## src/hks_pkg.sv

```systemverilog
// Package for the hex keypad matrix scanner: register map, fields, timing
package hks_pkg;
  // ----------------------------------------------------------------
  // Register offsets (byte addresses)
  // ----------------------------------------------------------------
  localparam logic [7:0] CTRL_OFF = 8'h00;
  localparam logic [7:0] VALUE_OFF = 8'h04;
  localparam logic [7:0] KEYSTAT_OFF = 8'h08;
  localparam logic [7:0] IRQ_STAT_OFF = 8'h0c;
  localparam logic [7:0] IRQ_MASK_OFF = 8'h10;
  localparam logic [7:0] SCAN_DIV_OFF = 8'h14;
  // ----------------------------------------------------------------
  // Control fields
  // ----------------------------------------------------------------
  localparam int CTRL_EN_BIT = 0;
  localparam int CTRL_HEX_BIT = 1;
  localparam int CTRL_WIDE_BIT = 2;
  localparam int CTRL_CLR_BIT = 3;
  localparam logic [3:0] CTRL_RST = 4'h0;
  // ----------------------------------------------------------------
  // Key status layout and interrupt events
  // ----------------------------------------------------------------
  localparam int KS_LETTER_EVT = 6;
  localparam int KS_DIGIT_EVT = 7;
  localparam int IRQ_DONE_BIT = 0;
  localparam int IRQ_LETTER_BIT = 1;
  localparam int IRQ_DIGIT_BIT = 2;
  // ----------------------------------------------------------------
  // Limits and timing
  // ----------------------------------------------------------------
  localparam logic [31:0] MAX_NARROW = 32'h0000_270f;
  localparam logic [31:0] MOD_NARROW = 32'h0000_2710;
  localparam logic [31:0] MAX_WIDE = 32'h05f5_e0ff;
  localparam logic [31:0] MOD_WIDE = 32'h05f5_e100;
  localparam int SCANS_PER_READ = 8;
  localparam int SCAN_TICK_NS = 1000;
  localparam int CLK_PERIOD_NS = 8;
  localparam int SCAN_TICK_CYC = SCAN_TICK_NS / CLK_PERIOD_NS;
  localparam logic [15:0] SCAN_DIV_RST = 16'(SCAN_TICK_CYC);
  // ----------------------------------------------------------------
  // Scan state
  // ----------------------------------------------------------------
  typedef enum logic [2:0] {
    ST_IDLE = 3'b001,
    ST_SCAN = 3'b010,
    ST_HOLD = 3'b100
  } hks_state_e;
endpackage : hks_pkg

```

## src/hks_scanner.sv

```systemverilog
// Hex keypad matrix scanner with AHB-Lite register slave
//
// Our own choices: the register offsets and register access over AHB-Lite.
module hks_scanner
  import hks_pkg::*;
(
  // Clock and reset
  input wire logic SYS_CLK,
  input wire logic SRST,
  // AHB-Lite slave
  input wire logic HSEL,
  input wire logic [31:0] HADDR,
  input wire logic [1:0] HTRANS,
  input wire logic HWRITE,
  input wire logic [2:0] HSIZE,
  input wire logic [31:0] HWDATA,
  input wire logic HREADY,
  output logic [31:0] HRDATA,
  output logic HREADYOUT,
  output logic HRESP,
  // Keypad matrix
  output logic [3:0] ROW_OUTPUT_POINTS,
  input wire logic [3:0] COL_IN,
  // Status
  output logic COMPLETION_FLAG,
  output logic [7:0] KEY_STATUS_BITS,
  output logic IRQ
);
  // ----------------------------------------------------------------
  // Register state
  // ----------------------------------------------------------------
  logic [3:0] ctrl_r;
  logic [15:0] scan_div_r;
  logic [2:0] irq_stat_r;
  logic [2:0] irq_mask_r;
  logic [31:0] key_value_register_r;
  logic [7:0] key_status_r;
  logic done_r;
  logic wr_pend_r;
  logic [7:0] wr_addr_r;
  logic [3:0] col_s1_r;
  logic [3:0] col_s2_r;
  logic [15:0] div_cnt_r;
  logic tick_r;
  logic enable;
  assign enable = ctrl_r[CTRL_EN_BIT];
  // ----------------------------------------------------------------
  // AHB-Lite slave: zero wait states, always OKAY
  // ----------------------------------------------------------------
  logic take;
  assign take = HSEL && HREADY && HTRANS[1];
  always_ff @(posedge SYS_CLK) begin
    if (SRST) begin
      wr_pend_r <= 1'b0;
      wr_addr_r <= 8'h00;
    end else begin
      wr_pend_r <= take && HWRITE;
      wr_addr_r <= HADDR[7:0];
    end
  end
  always_ff @(posedge SYS_CLK) begin
    if (SRST) begin
      HRDATA <= 32'h0;
    end else if (take && !HWRITE) begin
      if (HADDR[7:0] == CTRL_OFF) begin
        HRDATA <= {28'h0, ctrl_r};
      end else if (HADDR[7:0] == VALUE_OFF) begin
        HRDATA <= key_value_register_r;
      end else if (HADDR[7:0] == KEYSTAT_OFF) begin
        HRDATA <= {24'h0, key_status_r};
      end else if (HADDR[7:0] == IRQ_STAT_OFF) begin
        HRDATA <= {29'h0, irq_stat_r};
      end else if (HADDR[7:0] == IRQ_MASK_OFF) begin
        HRDATA <= {29'h0, irq_mask_r};
      end else if (HADDR[7:0] == SCAN_DIV_OFF) begin
        HRDATA <= {16'h0, scan_div_r};
      end else begin
        HRDATA <= 32'h0;
      end
    end
  end
  always_ff @(posedge SYS_CLK) begin
    if (SRST) begin
      HREADYOUT <= 1'b0;
      HRESP <= 1'b0;
    end else begin
      HREADYOUT <= 1'b1;
      HRESP <= 1'b0;
    end
  end
  logic wr_ctrl, wr_mask, wr_div, wr_istat, clr_value;
  assign wr_ctrl = wr_pend_r && (wr_addr_r == CTRL_OFF);
  assign wr_mask = wr_pend_r && (wr_addr_r == IRQ_MASK_OFF);
  assign wr_div = wr_pend_r && (wr_addr_r == SCAN_DIV_OFF);
  assign wr_istat = wr_pend_r && (wr_addr_r == IRQ_STAT_OFF);
  assign clr_value = wr_ctrl && HWDATA[CTRL_CLR_BIT];
  always_ff @(posedge SYS_CLK) begin
    if (SRST) begin
      ctrl_r <= CTRL_RST;
      irq_mask_r <= 3'h0;
      scan_div_r <= SCAN_DIV_RST;
    end else begin
      if (wr_ctrl) ctrl_r <= {1'b0, HWDATA[2:0]};
      if (wr_mask) irq_mask_r <= HWDATA[2:0];
      if (wr_div) scan_div_r <= (HWDATA[15:0] == 16'h0) ? 16'h1 : HWDATA[15:0];
    end
  end
  // ----------------------------------------------------------------
  // Column synchroniser and scan tick divider
  // ----------------------------------------------------------------
  always_ff @(posedge SYS_CLK) begin
    if (SRST) begin
      col_s1_r <= 4'h0;
      col_s2_r <= 4'h0;
    end else begin
      col_s1_r <= COL_IN;
      col_s2_r <= col_s1_r;
    end
  end
  // A divider programmed through scan_div_r gives the regular scan interval the matrix wiring expects
  always_ff @(posedge SYS_CLK) begin
    if (SRST || !enable) begin
      div_cnt_r <= 16'h0;
      tick_r <= 1'b0;
    end else if (div_cnt_r >= scan_div_r - 16'h1) begin
      div_cnt_r <= 16'h0;
      tick_r <= 1'b1;
    end else begin
      div_cnt_r <= div_cnt_r + 16'h1;
      tick_r <= 1'b0;
    end
  end
  // ----------------------------------------------------------------
  // Matrix scan: rows 0..3 twice make the eight-step read
  // ----------------------------------------------------------------
  hks_state_e state_r;
  logic [2:0] step_r;
  logic found_r;
  logic [3:0] found_key_r;
  logic [3:0] held_key_r;
  logic held_r;
  logic held_seen_r;
  logic [1:0] row_idx;
  logic [1:0] col_idx;
  logic col_any;
  assign row_idx = step_r[1:0];
  assign col_any = |col_s2_r;
  always_comb begin
    col_idx = 2'd0;
    // Lowest column wins when several are down in one row
    for (int i = 3; i >= 0; i--) begin
      if (col_s2_r[i]) col_idx = 2'(i);
    end
  end
  always_ff @(posedge SYS_CLK) begin
    if (SRST || !enable) begin
      ROW_OUTPUT_POINTS <= 4'h0;
    end else begin
      ROW_OUTPUT_POINTS <= 4'h1 << row_idx;
    end
  end
  logic accept_r;
  logic [3:0] acc_key_r;
  always_ff @(posedge SYS_CLK) begin
    if (SRST || !enable) begin
      state_r <= ST_IDLE;
      step_r <= 3'd0;
      found_r <= 1'b0;
      found_key_r <= 4'h0;
      held_r <= 1'b0;
      held_seen_r <= 1'b0;
      held_key_r <= 4'h0;
      accept_r <= 1'b0;
      acc_key_r <= 4'h0;
    end else begin
      accept_r <= 1'b0;
      case (state_r)
        ST_IDLE: begin
          step_r <= 3'd0;
          found_r <= 1'b0;
          held_seen_r <= 1'b0;
          if (tick_r) state_r <= ST_SCAN;
        end
        ST_SCAN: begin
          if (tick_r) begin
            // Row set one tick earlier, so columns have settled; a divider
            // below four lets the row outrun the column synchroniser
            if (col_any && !found_r) begin
              found_r <= 1'b1;
              found_key_r <= {row_idx, col_idx};
            end
            if (held_r && row_idx == held_key_r[3:2] && col_s2_r[held_key_r[1:0]]) begin
              held_seen_r <= 1'b1;
            end
            step_r <= step_r + 3'd1;
            if (step_r == 3'(SCANS_PER_READ - 1)) state_r <= ST_HOLD;
          end
        end
        ST_HOLD: begin
          // While the held key stays down every later key is ignored
          if (!(held_r && held_seen_r)) begin
            if (found_r) begin
              accept_r <= 1'b1;
              acc_key_r <= found_key_r;
              held_key_r <= found_key_r;
            end
            held_r <= found_r;
          end
          held_seen_r <= 1'b0;
          step_r <= 3'd0;
          found_r <= 1'b0;
          state_r <= ST_SCAN;
        end
        default: state_r <= ST_IDLE;
      endcase
    end
  end
  // ----------------------------------------------------------------
  // Value accumulation
  // ----------------------------------------------------------------
  logic hex_mode, wide;
  logic is_digit;
  logic [31:0] value_mod;
  logic [31:0] value_nxt;
  assign hex_mode = ctrl_r[CTRL_HEX_BIT];
  assign wide = ctrl_r[CTRL_WIDE_BIT];
  assign is_digit = acc_key_r < 4'ha;
  always_comb begin
    // Drop the top digit first so the decimal shift never leaves range; a hex shift that does is wrapped below
    value_mod = wide ? key_value_register_r % (MOD_WIDE / 32'd10)
                     : key_value_register_r % (MOD_NARROW / 32'd10);
    if (hex_mode) begin
      value_nxt = value_mod * 32'd16 + {28'h0, acc_key_r};
    end else begin
      value_nxt = value_mod * 32'd10 + {28'h0, acc_key_r};
    end
    if (!wide && value_nxt > MAX_NARROW) value_nxt = value_nxt % MOD_NARROW;
    if (wide && value_nxt > MAX_WIDE) value_nxt = value_nxt % MOD_WIDE;
  end
  // Value survives enable low; only reset or software clear zero it
  always_ff @(posedge SYS_CLK) begin
    if (SRST || clr_value) begin
      key_value_register_r <= 32'h0;
    end else if (accept_r && (is_digit || hex_mode)) begin
      key_value_register_r <= value_nxt;
    end
  end
  // ----------------------------------------------------------------
  // Key status, completion and events
  // ----------------------------------------------------------------
  always_ff @(posedge SYS_CLK) begin
    if (SRST || !enable) begin
      key_status_r <= 8'h00;
      done_r <= 1'b0;
    end else begin
      done_r <= 1'b0;
      key_status_r[KS_LETTER_EVT] <= 1'b0;
      key_status_r[KS_DIGIT_EVT] <= 1'b0;
      if (accept_r) begin
        done_r <= 1'b1;
        if (is_digit) begin
          key_status_r[KS_DIGIT_EVT] <= 1'b1;
        end else begin
          key_status_r[KS_LETTER_EVT] <= 1'b1;
          if (!hex_mode) begin
            key_status_r[5:0] <= 6'h01 << 3'(acc_key_r - 4'ha);
          end
        end
      end
    end
  end
  always_ff @(posedge SYS_CLK) begin
    if (SRST) begin
      COMPLETION_FLAG <= 1'b0;
      KEY_STATUS_BITS <= 8'h00;
    end else begin
      COMPLETION_FLAG <= done_r;
      KEY_STATUS_BITS <= key_status_r;
    end
  end
  // ----------------------------------------------------------------
  // Interrupts: sticky, write one to clear, set wins
  // ----------------------------------------------------------------
  logic [2:0] irq_set;
  logic [2:0] irq_clr;
  assign irq_set = {key_status_r[KS_DIGIT_EVT], key_status_r[KS_LETTER_EVT], done_r};
  assign irq_clr = wr_istat ? HWDATA[2:0] : 3'h0;
  always_ff @(posedge SYS_CLK) begin
    if (SRST) begin
      irq_stat_r <= 3'h0;
      IRQ <= 1'b0;
    end else begin
      irq_stat_r <= (irq_stat_r & ~irq_clr) | irq_set;
      IRQ <= |(((irq_stat_r & ~irq_clr) | irq_set) & irq_mask_r);
    end
  end
endmodule : hks_scanner

```

## config.mk

```make
export PLATFORM = sky130hd
export DESIGN_NAME = hks_scanner
export DESIGN_NICKNAME = d
export VERILOG_FILES = /design/src/hks_pkg.sv /design/src/hks_scanner.sv
export SDC_FILE = /design/constraint.sdc
export NUM_CORES = 1
export LEC_CHECK = 0
export ABC_AREA = 0
export BUFFER_PORTS_ARGS = -buffer_cell sky130_fd_sc_hd__clkbuf_2
export CAP_MARGIN = 20
export CORE_ASPECT_RATIO = 0.9
export CORE_MARGIN = 8
export CORE_UTILIZATION = 38
export CTS_CLUSTER_DIAMETER = 60
export DETAILED_ROUTE_END_ITERATION = 10
export PLACE_DENSITY_LB_ADDON = 0.08
export SLEW_MARGIN = 10
export SYNTH_ARGS = -nofsm -noshare
export SYNTH_HDL_FRONTEND = slang
export SYNTH_SLANG_ARGS = --single-unit
```

## constraint.sdc

```tcl
create_clock -name SYS_CLK -period 123.7 [get_ports SYS_CLK]
set_clock_uncertainty 0.15 [all_clocks]
set_input_delay 12.37 -clock SYS_CLK [delete_from_list [all_inputs] [get_ports SYS_CLK]]
set_output_delay 12.37 -clock SYS_CLK [all_outputs]
set_load 0.005 [all_outputs]
```

; ---- Word-level counts from Yosys, hierarchy flattened
; Cells that the tools add are included.
[totals]
reg_bits = 165
in_bits = 78
elab_cells = 151
[classes]
add_sub_neg = 6
multipliers = 1
div = 4
magnitude_cmp = 5
n_eq_ne = 18
shifts = 2
n_mux = 37
n_bitwise = 9
n_reduce_logical = 41
[ops]
columns = cell, count
row1 = 2-to-1 mux 32 bit, 6
row2 = 2-to-1 mux 16 bit, 5
row3 = adder 32 x 4 -> 32 bit, 2
row4 = "equality test 8 x 5 -> 1 bit, second input constant", 4
row5 = "greater-than comparator 32 x 14 -> 1 bit, second input constant", 1
row6 = "greater-than comparator 32 x 27 -> 1 bit, second input constant", 1
row7 = "modulo 32 x 10 -> 32 bit, second input constant", 1
row8 = "modulo 32 x 14 -> 32 bit, second input constant", 1
row9 = "modulo 32 x 24 -> 32 bit, second input constant", 1
row10 = "modulo 32 x 27 -> 32 bit, second input constant", 1
row11 = "multiplier 32 x 3 -> 31 bit, second input constant", 1
row12 = "equality test 8 x 4 -> 1 bit, second input constant", 3
row13 = AND reduction 3 bit, 6
row14 = "adder 16 x 1 -> 16 bit, second input constant", 1
row15 = >= comparator 16 bit, 1
row16 = logical AND 1 bit, 16
row17 = zero test 16 bit, 1
row18 = zero test 8 bit, 2
row19 = "subtractor 16 x 1 -> 16 bit, second input constant", 1
row20 = 2-to-1 mux 3 bit, 5
row21 = 2-to-1 mux 1 bit, 10
row22 = "inequality test 2 bit, second input constant", 5
row23 = case mux 3 bit (3 select lines), 1
row24 = "equality test 8 x 3 -> 1 bit, second input constant", 1
row25 = other kinds (27), 46

; ---- Depth between registers and ports, before layout
[depth]
ltp_word = 11
mapped_depth = 418
ltp_nobuf = 364

; ---- Worst setup path after synthesis
; Ideal clock, no wire load.
[synth_path]
path_kind = reg2reg
startpoint = register ctrl_r[2]
endpoint = register key_value_register_r[11]
arrival_time_ps = 84170
setup_slack_ps = 39245
path_stages_with_launch = 389
n_path_buf = 40
period_less_slack_ps = 84455
cell_sequence = dfxtp_1 > ha_1 > o311ai_1 > nand2_1 > a21oi_1 > or3_1 > xnor2_1 > ha_1 > nand2_1 > a2bb2oi_1 > o31ai_2 > o31ai_2 > nor3_1 > xnor2_1 > inv_1 > ha_1 > and3_1 > nor2b_1 > (+353 left out) > nor3_1 > xnor2_1 > o221ai_4 > a22oi_1 > xnor2_1 > o211ai_2 > or3_1 > or2_0 > o41a_1 > o41a_1 > a221oi_1 > o21a_1 > o21ai_2 > a211oi_1 > o22ai_1 > maj3_1 > a2111oi_1 > a211oi_1
[synth_between]
elab_chain_cells = 10
elab_cells_between_ends = 14
cone_classes = add/sub (2) / mul (1) / div (2) / order compare (2) / mux (4) / reduce/logical (3)
[synth_lines]
columns = item, line
row1 = from (decl), hks_scanner.sv:32  ; logic [3:0] ctrl_r;
row2 = from (signal assigned), hks_scanner.sv:103  ; if (wr_ctrl) ctrl_r <= {1'b0, HWDATA[2:0]};
row3 = "parallel branches: the longest is 9 deep, another holds multiplier 32 x 3 -> 31 bit", -
row4 = 2-to-1 mux 32 bit *, hks_scanner.sv:238  ; if (wide && value_nxt > MAX_WIDE) value_nxt = value_nxt % MOD_WIDE;
row5 = to (signal assigned), hks_scanner.sv:245  ; key_value_register_r <= value_nxt;
row6 = to (decl), hks_scanner.sv:36  ; logic [31:0] key_value_register_r;
; Every way passes the cells marked *.
; A chain may end at the register's enable or synchronous reset.

; ---- Final worst setup path
[layout_path]
startpoint = register ctrl_r[2]
endpoint = register key_value_register_r[22]
; The elaborated chain is that of the path after synthesis.

==> parameters.txt <==
Parameter                              Value

Route
  Routed Wire Length ... approximately 170000 um
  Number of vias in the routed layout ... a little under 50000
  Via-to-Cell Ratio ... 6.19
  Initial detailed-routing violation count ... a little under 4000
  DRC viols ... 0
  Iteration count of the initial detailed-routing pass ... 6
  Drt wl/cell ... between 20 and 25 um
  Antenna viol nets, final ... 0

STA
  Crit share post-route ... 84.2%
  Setup Viol. Count Final ... 0
  Post-route minimum period ... ~100 ns
  Max Clock Freq ... approximately 9.6 MHz
  Number of max-slew violations in the final report ... 0
  Actual slew at the worst max-slew pin ... about 1.1 ns
  Max transition margin ... between 20% and 30%
  Final Hold Violating Endpoints ... 0
  Setup repair after global routing missed its margin ... false
  Setup TNS ... 0 ns

Clock network
  Buffer cell driving the clock tree root ... sky130_fd_sc_hd__clkbuf_16
  Number of buffers inserted for hold repair after clock tree synthesis ... 0
  CTS tree ... done
  Inserted Clock Buffers ... 17
  Maximum buffer depth of the clock tree ... 2
  Maximum level of the CTS H-tree ... 4
  Post-cts gate resize count ... 0
  # clock sinks ... about 170
  Clock-pin transition on the worst setup and hold timing paths ... 0.08 ns
  Clk_lat worst skew ... just under 0.5 ns
  Post-CTS setup buffers ... 0

GRT
  Total routing resource utilization after global routing ... about a quarter
  Maximum number of pins on one net before global-route repair ... 101
  Number of global-route vias before repair ... 46231
  Antenna violations before repair ... 1
  Remaining global-route overflow ... 0
  Global-route wire length before repair ... roughly 260000 um

Yosys
  Most frequent cell after synthesis ... sky130_fd_sc_hd__nand2_1
  Number of distinct standard cells referenced by the synthesized netlist ... 187
  Synthesized instance count ... 6496
  Seq/Total Area, Yosys ... ~7.1%
  Yosys top cell area share ... about 7.4%
  Yosys warning count ... 0
  Mean area per synthesized cell ... 7.17 sq um
  Post-synthesis cell type with the largest combined area ... sky130_fd_sc_hd__xnor2_1
  Top cells by count, synth ... sky130_fd_sc_hd__nand2_1 (610), sky130_fd_sc_hd__nor2_1 (600), sky130_fd_sc_hd__a21oi_1 (419)
  Async set or reset register ratio after synthesis ... 0%
  Number of synthesized flops with an enable pin ... 0
  Post-Synthesis Net Count ... 6840
  Commonest register cell after synthesis ... sky130_fd_sc_hd__dfxtp_1
  FF+latch count, synth ... ~170
  Post-synth design cell area ... roughly 47000 sq um
  Top cells by area in the synthesized netlist ... sky130_fd_sc_hd__xnor2_1 (7.4%), sky130_fd_sc_hd__dfxtp_1 (7.1%), sky130_fd_sc_hd__ha_1 (7.1%)

Worst setup path
  Kind of launch point of the worst setup path ... flip-flop
  Reg2reg end ... key_value_register_r[22]$_SDFFE_PP0P_
  Worst path slowest cell ... sky130_fd_sc_hd__nor3_2
  Register-to-register setup slack ... around 20 ns
  Launching point of the worst reg2reg path ... ctrl_r[2]$_SDFFE_PP0P_
  Worst Path Arrival ... ~100 ns
  Top fanout value on the critical path ... 23
  Worst reg-to-reg path cell count ... about 340
  Critical path's largest stage delay ... 0.87 ns
  Start-to-end type of the worst setup path ... flip-flop to flip-flop
  Most frequent cell on the critical path ... sky130_fd_sc_hd__a21oi_1
  Required time worst endpoint ... between 100 and 150 ns
  Kind of end point of the critical path ... flip-flop

Finish
  Layout net count ... about 6700
  Fill cell total of the finished layout ... between 10000 and 15000
  Layout cells sized above 1 ... under 10%
  Area used by multi-input combinational logic ... between 40000 and 50000 sq um
  Total area of sequential cells ... around 3300 sq um
  Area grow syn2layout ... 3.81%

Floorplan
  Die extent in y ... roughly 350 um
  Starting density of the core ... a little under two fifths
  Horizontal die dimension ... 385 um
  Number of ports placed on the die boundary ... 126
  Count of standard-cell rows ... approximately 120
  Core Area ... 122000 sq um
  Die footprint ... ~130000 sq um

Place
  IO buf count ... 80
  Sum of net half-perimeters after detailed placement ... about 130000 um
  Placer congestion estimate ... around 0.90

Flow run
  Max cap viols ... 0

Worst hold path
  Hold Path Stages ... 1
  Hold worst-path end ... col_s2_r[3]$_SDFF_PP0_
  Worst hold path class ... flip-flop to flip-flop
  Source of the worst hold timing path ... col_s1_r[3]$_SDFF_PP0_

Run status
  Status ... finished clean
routing by layer:
metal | up-vias | global-route usage (%) | wire [um]
met5 | - | 0 | 0
met2 | 1168 | 39.4 | 76400
met3 | 175 | 1.49 | 6360
met1 | 23714 | 32.5 | 78800
met4 | 0 | 4.85 | 3740
li1 | 24575 | - | -
placed cells by master (no fill, tap or decap), types with 40 or more instances in the layout:
cell and instances:
sky130_fd_sc_hd__nand2_1 610, sky130_fd_sc_hd__nor2_1 599, sky130_fd_sc_hd__a21oi_1 418, sky130_fd_sc_hd__xnor2_1 393, sky130_fd_sc_hd__ha_1 264, sky130_fd_sc_hd__nand3_1 242
sky130_fd_sc_hd__inv_1 229, sky130_fd_sc_hd__o21ai_0 225, sky130_fd_sc_hd__nor3_1 217, sky130_fd_sc_hd__dfxtp_1 163, sky130_fd_sc_hd__xor2_1 157, sky130_fd_sc_hd__mux2i_1 137
sky130_fd_sc_hd__a211oi_1 120, sky130_fd_sc_hd__and2_1 103, sky130_fd_sc_hd__a31oi_1 100, sky130_fd_sc_hd__o211ai_1 98, sky130_fd_sc_hd__nand4_1 94, sky130_fd_sc_hd__and3_1 91
sky130_fd_sc_hd__o21ai_1 83, sky130_fd_sc_hd__nor4_1 82, sky130_fd_sc_hd__or3_1 81, sky130_fd_sc_hd__clkbuf_2 80, sky130_fd_sc_hd__a21o_1 78, sky130_fd_sc_hd__nor2b_1 74
sky130_fd_sc_hd__nand2b_1 72, sky130_fd_sc_hd__or2_2 66, sky130_fd_sc_hd__o21a_1 64, sky130_fd_sc_hd__buf_4 64, sky130_fd_sc_hd__o31ai_1 55, sky130_fd_sc_hd__mux2_2 49
sky130_fd_sc_hd__o21bai_1 45, sky130_fd_sc_hd__a221oi_1 40
kinds of logic (layout without fill, tap and decap cells):
group	Yosys count	in the layout	synth area share, %
AND/OR/NAND/NOR	2654	2654	29.6
buffers and inverters	511	414	5.86
AO/OA/AOI/OAI	2105	2105	34.1
other	1	2	0.00805
XOR/XNOR	566	566	10.9
flip-flops	165	165	7.09
multiplexers	213	213	4.85
adder cells (fa/ha/maj)	281	281	7.50
final cells by class:
type,instances,share of cell area (%)
multi-input cells,5820,83.9
flip-flops and latches,165,6.84
well taps,1612,4.17
repair buffers,146,1.89
inverters,236,1.85
clock buffers,17,0.880
clock inverters,15,0.455
diodes,1,0.00518
through the flow:
step / setup WS [ns] / hold WS (ns) / area (sq um) / util (%) / cells
finish: 19.51 / 0.288 / 48400 / 39.5 / 8012
global placement: 20.39 / 0.270 / 47700 / 39.0 / 7977
detailed placement: 20.67 / 0.274 / 47700 / 39.0 / 7977
floorplan: 39.25 / 0.264 / 46600 / - / 6496
global route: 11.93 / 0.305 / 48300 / 39.5 / 8011
CTS: 20.20 / 0.292 / 48300 / 39.5 / 8009
registers in the layout (all words and copies together), names as in the netlist, 3 cells and up:
name,count
HRDATA,32
KEY_STATUS_BITS,8
ROW_OUTPUT_POINTS,4
acc_key_r,4
col_s1_r,4
col_s2_r,4
ctrl_r,3
div_cnt_r,16
found_key_r,4
irq_mask_r,3
irq_stat_r,3
key_status_r,8
key_value_register_r,32
scan_div_r,16
state_r,3
step_r,3
wr_addr_r,8
critical path, delay by kind of cell, from the launching register on:
family / cells / cell delay [ns]
xor gates and xnor gates: 26 / 8.73
adders and majority gates: 25 / 9.82
and+or+nand+nor: 108 / 32.07
muxes: 11 / 4.26
AOI/OAI and AO/OA: 158 / 46.48
DFF: 1 / 0.60
buffers and inverters: 11 / 1.68
how the worst max path moves through the flow:
stage / startpoint / endpoint / slack (ns)
final: ctrl_r[2]$_SDFFE_PP0P_ / key_value_register_r[22]$_SDFFE_PP0P_ / 19.51
after global routing: ctrl_r[2]$_SDFFE_PP0P_ / key_value_register_r[22]$_SDFFE_PP0P_ / 11.93
after CTS: ctrl_r[2]$_SDFFE_PP0P_ / key_value_register_r[22]$_SDFFE_PP0P_ / 20.20
after detailed placement: ctrl_r[2]$_SDFFE_PP0P_ / key_value_register_r[22]$_SDFFE_PP0P_ / 20.67
after global placement: ctrl_r[2]$_SDFFE_PP0P_ / key_value_register_r[22]$_SDFFE_PP0P_ / 20.39
after floorplan: ctrl_r[2]$_SDFFE_PP0P_ / key_value_register_r[11]$_SDFFE_PP0P_ / 39.25
Power is not shown: default switching activity piles up to over one toggle a cycle in this logic, so the estimate is an artifact.
